## src/frd_pkg.sv

```systemverilog
// shared constants and carrier types for the fault retry and diagnostics block
package frd_pkg;

	////////////////////////////////////////////////////////////////////////////////
	// timing
	localparam int unsigned FRD_CLK_NS = 25; // system clock period in ns
	localparam int unsigned FRD_TICK_NS = 1000000; // one millisecond tick, in ns
	// cycles per ms tick, rounded up
	localparam int unsigned FRD_TICK_CYC = (FRD_TICK_NS + FRD_CLK_NS - 1) / FRD_CLK_NS;
	localparam int unsigned FRD_LOW_CUR_CHECK_MS = 150; // low sense ratio check interval
	localparam int unsigned FRD_RETRY_STEP_MS = 16; // retry period per step of the field

	////////////////////////////////////////////////////////////////////////////////
	// widths and counter values
	localparam int FRD_NCH = 2; // channels
	localparam int FRD_CNT_W = 4; // retry counter width
	localparam int FRD_MS_W = 8; // millisecond timer width
	localparam logic [3:0] FRD_CNT_MAX = 4'hf; // retry budget
	localparam logic [3:0] FRD_CNT_RST = 4'h0; // counter after reset or clear
	localparam logic FRD_PIN_RST = 1'b1; // fault pin released after reset

	////////////////////////////////////////////////////////////////////////////////
	// retry state, one-hot
	typedef enum logic [3:0] {
		FRD_NORMAL = 4'h1, // channel follows its request
		FRD_WAIT_CAUSE = 4'h2, // off, waiting for temperature or supply to recover
		FRD_RETRY_WAIT = 4'h4, // off, timing the retry period
		FRD_LATCHED = 4'h8 // off until delatched
	} frd_retry_st_t;

	// per-channel configuration bits
	typedef struct packed {
		logic load_type_select; // 0 lamp, 1 motor
		logic retry_select; // retry select bit D0
		logic retry_endless; // endless retry bit D1
		logic [1:0] retry_period; // retry period field D3:D2
		logic direct_input_disable; // D5
		logic supply_short_disable; // D6
		logic open_load_dark_disable; // D7
		logic open_load_lit_disable; // D8
		logic low_sense_ratio; // 1 low ratio, 0 high ratio
		logic internal_pwm; // 1 internal pwm, 0 direct input
		logic fast_slew; // fast slew rate selected
	} frd_chan_cfg_t;

	// per-channel events and detector levels
	typedef struct packed {
		logic fault_control; // channel fault control signal
		logic overcurrent; // over-current fault
		logic short_circuit; // severe short-circuit fault
		logic overtemp; // over-temperature fault
		logic switch_request; // channel commanded on
		logic delatch; // delatch sequence, pulse
		logic fault_word_read; // fault word read, pulse
		logic turn_off; // turn-off instant, pulse
		logic oc_free_period_end; // turn-off of a pwm period without over-current, pulse
		logic open_load_lit_raw; // load current below the on-state threshold
		logic open_load_dark_raw; // off-state output above open-load threshold
		logic supply_short_raw; // off-state output above short threshold
	} frd_chan_in_t;

	// per-channel results, all registered
	typedef struct packed {
		logic chan_on; // switch the channel on
		logic retry_active; // channel off inside a retry cycle
		logic latched; // channel latched off
		logic retry_fault; // latchable fault bit
		logic budget_spent; // status word budget flag
		logic open_load_lit; // fault word bit
		logic open_load_dark; // fault word bit
		logic short_to_supply; // fault word bit
		logic oc_duration_clear; // clear the over-current duration counter, pulse
		logic [3:0] reattempt_readback; // retry counter, normal mode only
	} frd_chan_out_t;

endpackage

```

## src/frd_tick_div.sv

```systemverilog
// divider that makes a one-cycle enable pulse every DIV clocks
`timescale 1ns/1ps
module frd_tick_div #(
	parameter int unsigned DIV = 40000
) (
	// clock and reset
	input wire logic i_clk_sys,
	input wire logic i_rst,
	// enable pulse
	output logic o_tick
);
	import frd_pkg::*;

	////////////////////////////////////////////////////////////////////////////////
	// refuse a divider the counter cannot serve
	if (DIV < 2 || DIV > 32'h00ffffff) begin : g_bad_div
		$error("frd_tick_div: DIV out of range");
	end

	typedef struct packed {
		logic [23:0] cnt; // cycles since last tick
		logic tick; // registered pulse
	} frd_div_state_t;

	frd_div_state_t q; // registered state
	frd_div_state_t d; // next state

	// count up and wrap, pulsing at the wrap
	always_comb begin
		d = q;
		d.tick = 1'b0;
		if (q.cnt == 24'(DIV - 1)) begin
			d.cnt = 24'h000000;
			d.tick = 1'b1;
		end else begin
			d.cnt = q.cnt + 24'h000001;
		end
	end

	// state register
	always_ff @(posedge i_clk_sys) begin
		if (i_rst) begin
			q <= '0;
		end else begin
			q <= d;
		end
	end

	assign o_tick = q.tick;
endmodule

```

## src/frd_fault_retry.sv

```systemverilog
// per-channel auto-retry and load diagnostics for a two-channel high side switch
`timescale 1ns/1ps
// Notes on behaviour
// - retry enabled when select bit equals load type
// - fault with control set starts retry, reenable
// - retry period timed from two-bit period field
// - cause gone: normal, pin high, counter kept
// - endless mode with retry enabled retries forever, never latches
// - limited: four-bit count to fifteen, budget flag
// - spent budget: one retry more, then latch
// - delatch turns channel on, counter unchanged
// - counter readback only in normal mode
// - counter cleared by listed events
// - endless select delatches latched channel
// - duration counter clear per load profile
// - diagnostic faults flag only, each disableable
// - off-state supply short, live pin, sticky
// - off-state open load, pin live, sticky
// - on-state open load pulls pin, bit sticky
// - high ratio read clears per on/off state
// - low ratio internal pwm: periodic check
// - low ratio direct input: check each turn-off
// - low ratio clear needs prior clean check
// - retry cause: overcurrent, short, heat, undervoltage
// - heat and undervoltage retry after cause gone
module frd_fault_retry
	import frd_pkg::*;
#(
	parameter int NCH = FRD_NCH,
	parameter int unsigned TICK_CYC = FRD_TICK_CYC,
	parameter int unsigned LOW_CUR_CHECK_MS = FRD_LOW_CUR_CHECK_MS,
	parameter int unsigned RETRY_STEP_MS = FRD_RETRY_STEP_MS
) (
	// clock and reset
	input wire logic i_clk_sys,
	input wire logic i_rst,
	// per-channel configuration and events
	input frd_pkg::frd_chan_cfg_t [NCH-1:0] i_cfg,
	input frd_pkg::frd_chan_in_t [NCH-1:0] i_chan,
	// device-wide conditions
	input wire logic i_undervoltage,
	input wire logic i_failsafe_entry,
	input wire logic i_sleep_exit,
	input wire logic i_normal_mode,
	// results
	output frd_pkg::frd_chan_out_t [NCH-1:0] o_chan,
	output logic o_fault_pin_n
);
	import frd_pkg::*;

	////////////////////////////////////////////////////////////////////////////////
	// elaboration checks
	if (NCH < 1 || NCH > 8) begin : g_bad_nch
		$error("frd_fault_retry: NCH out of range");
	end
	if (RETRY_STEP_MS < 1 || RETRY_STEP_MS > 63) begin : g_bad_step
		$error("frd_fault_retry: RETRY_STEP_MS out of range");
	end
	if (LOW_CUR_CHECK_MS < 1 || LOW_CUR_CHECK_MS > 254) begin : g_bad_chk
		$error("frd_fault_retry: LOW_CUR_CHECK_MS out of range");
	end

	localparam logic [FRD_MS_W-1:0] CHK_MS = FRD_MS_W'(LOW_CUR_CHECK_MS);
	localparam logic [FRD_MS_W-1:0] STEP_MS = FRD_MS_W'(RETRY_STEP_MS);

	////////////////////////////////////////////////////////////////////////////////
	// state types
	typedef struct packed {
		frd_retry_st_t st; // retry state
		logic [FRD_CNT_W-1:0] cnt; // retry counter
		logic spent; // budget used up
		logic final_used; // the extra retry after the budget was taken
		logic [FRD_MS_W-1:0] ms; // retry period timer, saturating
		logic [FRD_MS_W-1:0] ol_ms; // time since last low ratio check, saturating
		logic lit_live; // on-state open load currently present
		logic clean_seen; // the latest low ratio check found no fault, not cleared since
		logic motor_pend; // motor profile awaits an over-current free period
		logic sel_q; // last retry select bit
		frd_chan_out_t out; // registered outputs
	} frd_chan_state_t;

	typedef struct packed {
		frd_chan_state_t [NCH-1:0] ch; // channels
		logic pin_n; // fault pin, active low
	} frd_state_t;

	frd_state_t q; // registered state
	frd_state_t d; // next state
	logic tick; // one ms enable

	////////////////////////////////////////////////////////////////////////////////
	// millisecond time base, shared by both channels
	frd_tick_div #(
		.DIV(TICK_CYC)
	) u_tick (
		.i_clk_sys(i_clk_sys),
		.i_rst(i_rst),
		.o_tick(tick)
	);

	////////////////////////////////////////////////////////////////////////////////
	// next state for all channels
	always_comb begin
		frd_chan_state_t s; // working copy of one channel
		frd_chan_cfg_t cfg; // its configuration
		frd_chan_in_t in; // its events
		logic en; // auto-retry enabled
		logic cause; // retry condition
		logic slow_cause; // temperature or supply cause
		logic [FRD_MS_W-1:0] per; // retry period in ms
		logic on_now; // channel currently on
		logic ss_live; // supply short present now
		logic dark_live; // off-state open load present now
		logic chk; // low ratio check event
		logic lit_set; // on-state open load to be stored
		logic pin_low; // any channel pulls the fault pin
		s = '0;
		cfg = '0;
		in = '0;
		en = 1'b0;
		cause = 1'b0;
		slow_cause = 1'b0;
		per = '0;
		on_now = 1'b0;
		ss_live = 1'b0;
		dark_live = 1'b0;
		chk = 1'b0;
		lit_set = 1'b0;
		pin_low = 1'b0;
		d = q;
		// one pass per channel; the channels share only the time base, the device-wide conditions and the pin
		for (int c = 0; c < NCH; c++) begin
			s = q.ch[c];
			cfg = i_cfg[c];
			in = i_chan[c];
			on_now = q.ch[c].out.chan_on;
			en = (cfg.retry_select == cfg.load_type_select);
			cause = in.overcurrent | in.short_circuit | in.overtemp | i_undervoltage;
			slow_cause = in.overtemp | i_undervoltage;
			per = FRD_MS_W'((8'(cfg.retry_period) + 8'h01) * STEP_MS);
			s.out.oc_duration_clear = 1'b0;
			// timers advance on the ms tick and stop at full scale
			if (tick && s.ms != '1) begin
				s.ms = s.ms + 8'h01;
			end
			if (tick && s.ol_ms != '1) begin
				s.ol_ms = s.ol_ms + 8'h01;
			end
			// a read clears the retry fault bit unless a new fault sets it below
			if (in.fault_word_read) begin
				s.out.retry_fault = 1'b0;
			end
			// retry state machine
			if (in.delatch && s.st != FRD_NORMAL) begin
				s.st = FRD_NORMAL;
			end else begin
				case (s.st)
					FRD_NORMAL: begin
						// a fault that clears itself leaves the count and bit alone
						if (in.fault_control && cause) begin
							s.out.retry_fault = 1'b1;
							if (!en) begin
								s.st = FRD_LATCHED;
							end else if (!cfg.retry_endless && s.spent && s.final_used) begin
								s.st = FRD_LATCHED;
							end else if (slow_cause) begin
								s.st = FRD_WAIT_CAUSE;
							end else begin
								s.st = FRD_RETRY_WAIT;
								s.ms = '0;
							end
						end
					end
					FRD_WAIT_CAUSE: begin
						// period timing starts only once the slow cause has gone
						if (!slow_cause) begin
							s.st = FRD_RETRY_WAIT;
							s.ms = '0;
						end
					end
					FRD_RETRY_WAIT: begin
						if (s.ms >= per) begin
							s.st = FRD_NORMAL;
							if (!cfg.load_type_select) begin
								s.out.oc_duration_clear = 1'b1;
							end else begin
								s.motor_pend = 1'b1;
							end
							if (!cfg.retry_endless) begin
								if (s.spent) begin
									s.final_used = 1'b1;
								end else if (s.cnt != FRD_CNT_MAX) begin
									s.cnt = s.cnt + 4'h1;
									s.spent = (s.cnt == FRD_CNT_MAX);
								end
							end
						end
					end
					FRD_LATCHED: begin
						// held off until a delatch or an endless selection
						s.st = FRD_LATCHED;
					end
					default: begin
						s.st = FRD_NORMAL;
					end
				endcase
			end
			// motor profile clears duration at the first clean period after a retry
			if (cfg.load_type_select && s.motor_pend && in.oc_free_period_end) begin
				s.out.oc_duration_clear = 1'b1;
				s.motor_pend = 1'b0;
			end
			// selecting endless mode releases a latched channel
			if (cfg.retry_endless && q.ch[c].st == FRD_LATCHED && !in.delatch) begin
				s.st = en ? FRD_RETRY_WAIT : FRD_NORMAL;
				s.ms = '0;
			end
			// counter clear events; power-on is the reset itself
			if (i_failsafe_entry || i_sleep_exit || cfg.retry_endless
					|| (cfg.retry_select != q.ch[c].sel_q && !en)) begin
				s.cnt = FRD_CNT_RST;
				s.spent = 1'b0;
				s.final_used = 1'b0;
			end
			s.sel_q = cfg.retry_select;
			// off-state checks, reported live and stored
			ss_live = !on_now && in.supply_short_raw && !cfg.supply_short_disable;
			dark_live = !on_now && in.open_load_dark_raw && !cfg.open_load_dark_disable;
			// on-state open load, continuous or at check events by sense ratio
			chk = 1'b0;
			lit_set = 1'b0;
			if (cfg.open_load_lit_disable) begin
				s.lit_live = 1'b0;
			end else if (!cfg.low_sense_ratio) begin
				s.lit_live = on_now && in.open_load_lit_raw;
				lit_set = s.lit_live;
			end else begin
				if (in.turn_off && cfg.fast_slew) begin
					if (cfg.internal_pwm) begin
						chk = (q.ch[c].ol_ms >= CHK_MS);
					end else begin
						chk = !cfg.direct_input_disable;
					end
				end
				if (chk) begin
					s.lit_live = in.open_load_lit_raw;
					lit_set = in.open_load_lit_raw;
					s.ol_ms = '0;
				end
			end
			// clearing read first, so that a set in the same cycle wins
			if (in.fault_word_read) begin
				s.out.short_to_supply = 1'b0;
				s.out.open_load_dark = 1'b0;
				if (!cfg.low_sense_ratio) begin
					if (!on_now || !in.open_load_lit_raw) begin
						s.out.open_load_lit = 1'b0;
					end
				end else if (s.clean_seen) begin
					s.out.open_load_lit = 1'b0;
					s.clean_seen = 1'b0;
				end
			end
			if (chk) begin
				s.clean_seen = !in.open_load_lit_raw;
			end
			if (ss_live) begin
				s.out.short_to_supply = 1'b1;
			end
			if (dark_live) begin
				s.out.open_load_dark = 1'b1;
			end
			if (lit_set) begin
				s.out.open_load_lit = 1'b1;
			end
			// outputs from the new state; diagnostics never switch the channel off
			s.out.chan_on = (s.st == FRD_NORMAL) && in.switch_request;
			s.out.retry_active = (s.st == FRD_WAIT_CAUSE) || (s.st == FRD_RETRY_WAIT);
			s.out.latched = (s.st == FRD_LATCHED);
			s.out.budget_spent = s.spent;
			s.out.reattempt_readback = i_normal_mode ? s.cnt : FRD_CNT_RST;
			// pin follows live conditions; a recovered channel releases it
			pin_low = pin_low | (s.st != FRD_NORMAL) | ss_live | dark_live | s.lit_live;
			d.ch[c] = s;
		end
		d.pin_n = ~pin_low;
	end

	////////////////////////////////////////////////////////////////////////////////
	// state register with synchronous reset, which also stands for power-on
	always_ff @(posedge i_clk_sys) begin
		if (i_rst) begin
			q <= '0;
			q.pin_n <= FRD_PIN_RST;
			for (int c = 0; c < NCH; c++) begin
				q.ch[c].st <= FRD_NORMAL;
			end
		end else begin
			q <= d;
		end
	end

	////////////////////////////////////////////////////////////////////////////////
	// outputs
	always_comb begin
		for (int c = 0; c < NCH; c++) begin
			o_chan[c] = q.ch[c].out;
		end
	end
	assign o_fault_pin_n = q.pin_n;
endmodule

```

## config.mk

```make
export PLATFORM = sky130hd
export DESIGN_NAME = frd_fault_retry
export DESIGN_NICKNAME = d
export VERILOG_FILES = /design/src/frd_pkg.sv /design/src/frd_tick_div.sv /design/src/frd_fault_retry.sv
export SDC_FILE = /design/constraint.sdc
export NUM_CORES = 1
export LEC_CHECK = 0
export BUFFER_PORTS_ARGS = -buffer_cell sky130_fd_sc_hd__buf_2
export CAP_MARGIN = 20
export CORE_MARGIN = 1.5
export CORE_UTILIZATION = 40
export CTS_CLUSTER_SIZE = 8
export DETAILED_ROUTE_END_ITERATION = 7
export GPL_TIMING_DRIVEN = 1
export PLACE_DENSITY = 0.67
export SLEW_MARGIN = 20
export SYNTH_ARGS = -nofsm -noshare
export SYNTH_HDL_FRONTEND = slang
export SYNTH_SLANG_ARGS = --single-unit
```

## constraint.sdc

```tcl
create_clock -name i_clk_sys -period 4.1 [get_ports i_clk_sys]
set_clock_uncertainty 0.05 [all_clocks]
set_input_delay 0.41 -clock i_clk_sys [delete_from_list [all_inputs] [get_ports i_clk_sys]]
set_output_delay 0.41 -clock i_clk_sys [all_outputs]
set_load 0.02 [all_outputs]
```

Word level (Yosys, flattened, before mapping):

Cells that the tools add are included.
Widths: inputs -> output; s select.

* register bits after elaboration: 110
* bits of input ports: 54

* add/subtract/negate cells: 9
* order comparisons: 4
* equal/unequal tests: 35
* muxes and demuxes: 123
* bitwise gates (word level): 21
* reductions and logical operators: 89

Operators with widths (number)
* $mux 8: 16
* $mux 1: 69
* $mux 4: 12
* $logic_and 1x1->1: 36
* $mux 6: 6
* $add 8x1->8 const B: 4
* $ne 8x8->1 const B: 4
* $pmux 4 s4: 2
* $pmux 8 s2: 2
* $mux 14: 2
* $add 24x1->24 const B: 1
* $eq 24x16->1 const B: 1
* $eq 4x4->1 const B: 6
* $mux 10: 2
* $mux 5: 4
* $reduce_bool 2->1: 10
* $mux 3: 6
* $mux 9: 2
* $eq 4x1->1 const B: 4
* $eq 4x2->1 const B: 4
* $eq 4x3->1 const B: 4
* $ge 8x7->1: 2
* $ge 8x8->1 const B: 2
* $logic_not 1->1: 16
* 16 further kinds: 64

Depth between registers and ports, before layout:

* depth in word-level cells: 18
* mapped depth: 13
* depth with buffers taken out: 13

Modules after synthesis:

From an unflattened synthesis, not the netlist that was laid out.

* cell total of the unflattened synthesis: 674
* area, all modules: 5768.0 µm²

By module, submodules not included
* frd_fault_retry: times used 1, cells each 543, area each 4615.7 µm²
* frd_tick_div: times used 1, cells each 131, area each 1152.4 µm²

Least setup slack after synthesis:

No wires, ideal clock.

* kind: flip-flop to flip-flop
* start: register q[69] (netlist bit)
* end: register q[79] (netlist bit)
* setup time: 121 ps
* data arrival time: 3153 ps
* path slack: 776 ps
* stages on the path, launching flop included: 14
* clock period less this slack: 3324 ps
* path through: dfxtp_1 ha_1 nand3_1 o21ai_4 or3_2 xnor2_1 ha_1 nand2_1 nor3b_1 mux2i_1 or3_4 a211oi_4 nand2_2 mux2_4

* longest elaborated chain between the ends: 8
* elaborated cells between the ends (all ways): 9
* those cells by class: add/sub: 1; order compare: 1; eq/ne: 1; mux: 5; reduce/logical: 1

RTL lines
* start: declaration: line frd_fault_retry.sv:87 `frd_state_t q;`
* parallel branches: the longest is 2 deep, another holds $add 8x1->8
* $mux 8 *: line frd_fault_retry.sv:143 `if (tick && s.ms != '1) begin`
* $ge 8x7->1 *: line frd_fault_retry.sv:182 `if (s.ms >= per) begin`
* $mux 10 *: line frd_fault_retry.sv:182
* $mux 6 *: line frd_fault_retry.sv:157 `case (s.st)`
* $mux 14 *: line frd_fault_retry.sv:154 `if (in.delatch && s.st != FRD_NORMAL) begin`
* $mux 6 *: line frd_fault_retry.sv:219 `if (i_failsafe_entry || i_sleep_exit || cfg.retry_endless`

Mark *: on every way between the ends. The select of a mux whose other input is x is not followed.
A chain may end at the register's enable or synchronous reset.

Worst setup path in the final report:

Ends and elaborated chain as after synthesis.

==> results by group <==
STA
  – TNS Setup: 0 ns
  – RSZ-0062 raised after global routing: false
  – Final worst slack: between 0.5 and 0.6 ns
  – Min Tclk post-route: 3.56 ns
  – FMAX: 281 MHz
  – Max-slew headroom: 0.482
  – Final setup viols: 0
  – Final Hold Vio Count: 0
  – Count of pins over their slew limit: 0
  – Period Utilization, post-route: 0.869
  – Worst slew pin tran: approximately 0.77 ns

Detailed routing
  – Post-route DRC: 0
  – Drt total wl: about 12000 um
  – Starting DRT DRC Count: about 300
  – Vias per cell: approximately 5.2
  – Via count: 4634
  – DRT Pass-1 Iters: 4
  – DR WL/cell: about 13 um
  – Final ANT Viol Nets: 0

Global routing
  – GRT busiest layer: met2
  – Gr ovfl total: 0
  – First-pass GRT wire length: approximately 19000 um
  – Total track usage: 0.162
  – Vias in the first global route: 4316
  – Met1 usage: 0.201
  – Met3 usage: 0.0418
  – Largest net degree at the start of global routing: 29
  – Initial antenna violation count: 0
  – GR Util met2: 0.274

Clock tree
  – Skew-Pair Late Insertion Delay: 0.35 ns
  – Setup Fix Bufs, Post-CTS: 0
  – Cts bufs inserted: 9
  – Post_cts resized: 0
  – Clock Path Buffers: 2
  – CTS Sinks: 110
  – CTS tree: done
  – Worst-path clk slew: about 0.07 ns
  – # H-tree levels: 3
  – CTS root buffer: clkbuf_16
  – Cts hold-fix bufs: 0

Synthesis
  – Yosys Warn Count: 0
  – Mapped cell area: between 5000 and 6000 um2
  – Number of synthesized flops with an enable pin: 0
  – Ys async rst share: 0
  – Synth Flop Type: dfxtp_1
  – Cell variety after synth: 70
  – Mapped Nets: just over 700
  – Seq cells post-synth: between 100 and 150
  – Seq/Total Area, Yosys: 0.395
  – Synth Instances: approximately 650
  – Syn avg cell area: between 8 and 9 um2

Power and ir drop
  – Pwr per Cell Area: approximately 360 nW/um2
  – P_int: 1.74 mW
  – Sequential Power Share: 0.492
  – Net switching power figure: ~520 uW
  – Static leakage: between 2 and 3 nW
  – Overall Power: ~2.3 mW
  – Comb power frac: 0.096
  – Sw frac: 0.230
  – Clock group share of total power: 0.412
  – Maximum VDD drop: around 240 uV

Placement
  – Placed insts: between 800 and 900
  – IO buf count: 80
  – Gp weighted congestion: 0.851
  – Worst slack, placed: roughly 0.57 ns
  – Post-DP HPWL: just under 9000 um

Min path
  – Worst hold path type: input pin to register

Worst setup path
  – Max stage delay on crit path: 0.48 ns
  – CP Cell Sequence: ha_1 -> nand3_1 -> o21ai_4 -> or3_2 -> xnor2_1 -> ha_1 -> nand2_1 -> nor3b_1 -> mux2i_1 -> or3_4 -> a211oi_4 -> nand2_2 -> mux2_4
  – Critical Path Slowest Stage Cell: or3_2
  – Crit path buffers/inverters: 0
  – Critical Path Fanout Max: 7
  – CP Data Required Time: between 4 and 5 ns
  – WS Path Type: register to register
  – Top Family by Delay on Critical Path: simple AND/OR/NAND/NOR gates
  – CP Launch Type: register
  – Most frequent CP cell: ha_1
  – Worst EP arrival: ~3.8 ns
  – Worst setup EP type: register

Finish
  – ANT cells: 0
  – FF/Latch Area: roughly 2200 um2
  – Layout cells sized above 1: 0.171
  – Fillers: 1295
  – Fin cells: 894
  – Nets: between 700 and 800
  – Commonest non-fill, non-tap cells in the layout: dfxtp_1 (110), nor2_1 (105), buf_2 (80), nand2_1 (48), inv_1 (30)
  – Area Growth Syn to Fin: 13.3%
  – Commonest non-fill, non-tap cell in the layout: dfxtp_1
  – Multi-input gate area: around 3000 um2

Floorplan
  – Initial Util: 0.416
  – Die height: ~120 um
  – IO Pins: 81
  – Core box area: 13400 um2
  – Row cnt: 42
  – Die Footprint: 14700 um2
  – Die W: 121 um

Status
  – Status: finished, final reports clean

Run
  – Max-Cap Viols: 0
[power by group through the flow]
stage / sequential, mW / clock [mW] / combinational [mW]
2_1_floorplan: 1.13 / 0 / 0.148
3_3_place_gp: 1.14 / 0 / 0.214
3_5_place_dp: 1.14 / 0 / 0.217
4_1_cts: 1.11 / 0.963 / 0.220
5_1_grt: 1.12 / 1.00 / 0.243
6_report: 1.11 / 0.933 / 0.219
[area by class of cell]
| type | instances | area share |
|---|---|---|
| sequential | 110 | 0.349 |
| multi-input combinational | 478 | 0.479 |
| clock inverter | 3 | 0.0107 |
| clock buffer | 12 | 0.0406 |
| tap | 176 | 0.0349 |
| inverter | 32 | 0.0190 |
| timing repair buffer | 83 | 0.0670 |
[flip-flops by register name, summed over array words and instances (netlist names)]
register	cells
u_tick.o_tick	1
q	58
u_tick.q	24
o_chan	26
o_fault_pin_n	1
[per-stage QoR]
stage,util,cell area (um2),hold WS [ns]
2_1_floorplan,-,5580,0.387
3_3_place_gp,0.447,5990,0.400
3_5_place_dp,0.447,5990,0.412
4_1_cts,0.471,6320,0.203
5_1_grt,0.471,6320,0.204
6_report,0.471,6320,0.222
[kinds of logic after synthesis]
kind of cell,count (synthesis),synth area share
muxes,11,0.0209
and+or+nand+nor,299,0.273
buffers and inverters,66,0.0633
AOI/OAI and AO/OA,102,0.132
xor gates and xnor gates,48,0.0754
adders and majority gates,18,0.0404
DFF,110,0.395
[synthesized netlist by cell type (6+ instances only)]
master    count  share of area
nor2_1      105          0.071
inv_1        30          0.020
clkbuf_1      6         0.0040
mux2i_1       9          0.016
nor2b_1      13          0.015
nand2b_1     10          0.011
dfxtp_1     110           0.39
ha_1         18          0.040
xor2_1       29          0.046
nand3_1      28          0.025
nand2_1      48          0.032
o21ai_0      15          0.013
and3_1        9          0.010
nand4_1      13          0.015
xnor2_1      19          0.030
buf_4        26          0.035
a211oi_1      6         0.0081
nor3_1       29          0.026
a31oi_1      10          0.011
a21oi_1      29          0.026
[layer usage]
layer / routed length, um / vias up / share of wire
li1: - / 2383 / -
met1: 5450 / 2153 / 0.47
met2: 5600 / 85 / 0.48
met3: 477 / 13 / 0.041
met4: 160 / 0 / 0.014
met5: 0 / - / 0
[path summary, 6_finish.rpt]
| path | to | startpoint | cells past startpoint | slack (ns) |
|---|---|---|---|---|
| setup / recovery | q[79] | q[69] | 13 | 0.54 |
| hold / removal | q[58] | i_chan[15] | 2 | 0.22 |
| setup reg to reg | q[79] | q[69] | 13 | 0.54 |
| hold reg to reg | o_chan[22] | o_chan[22] | 2 | 0.43 |
(Power assumes the default switching activity.)
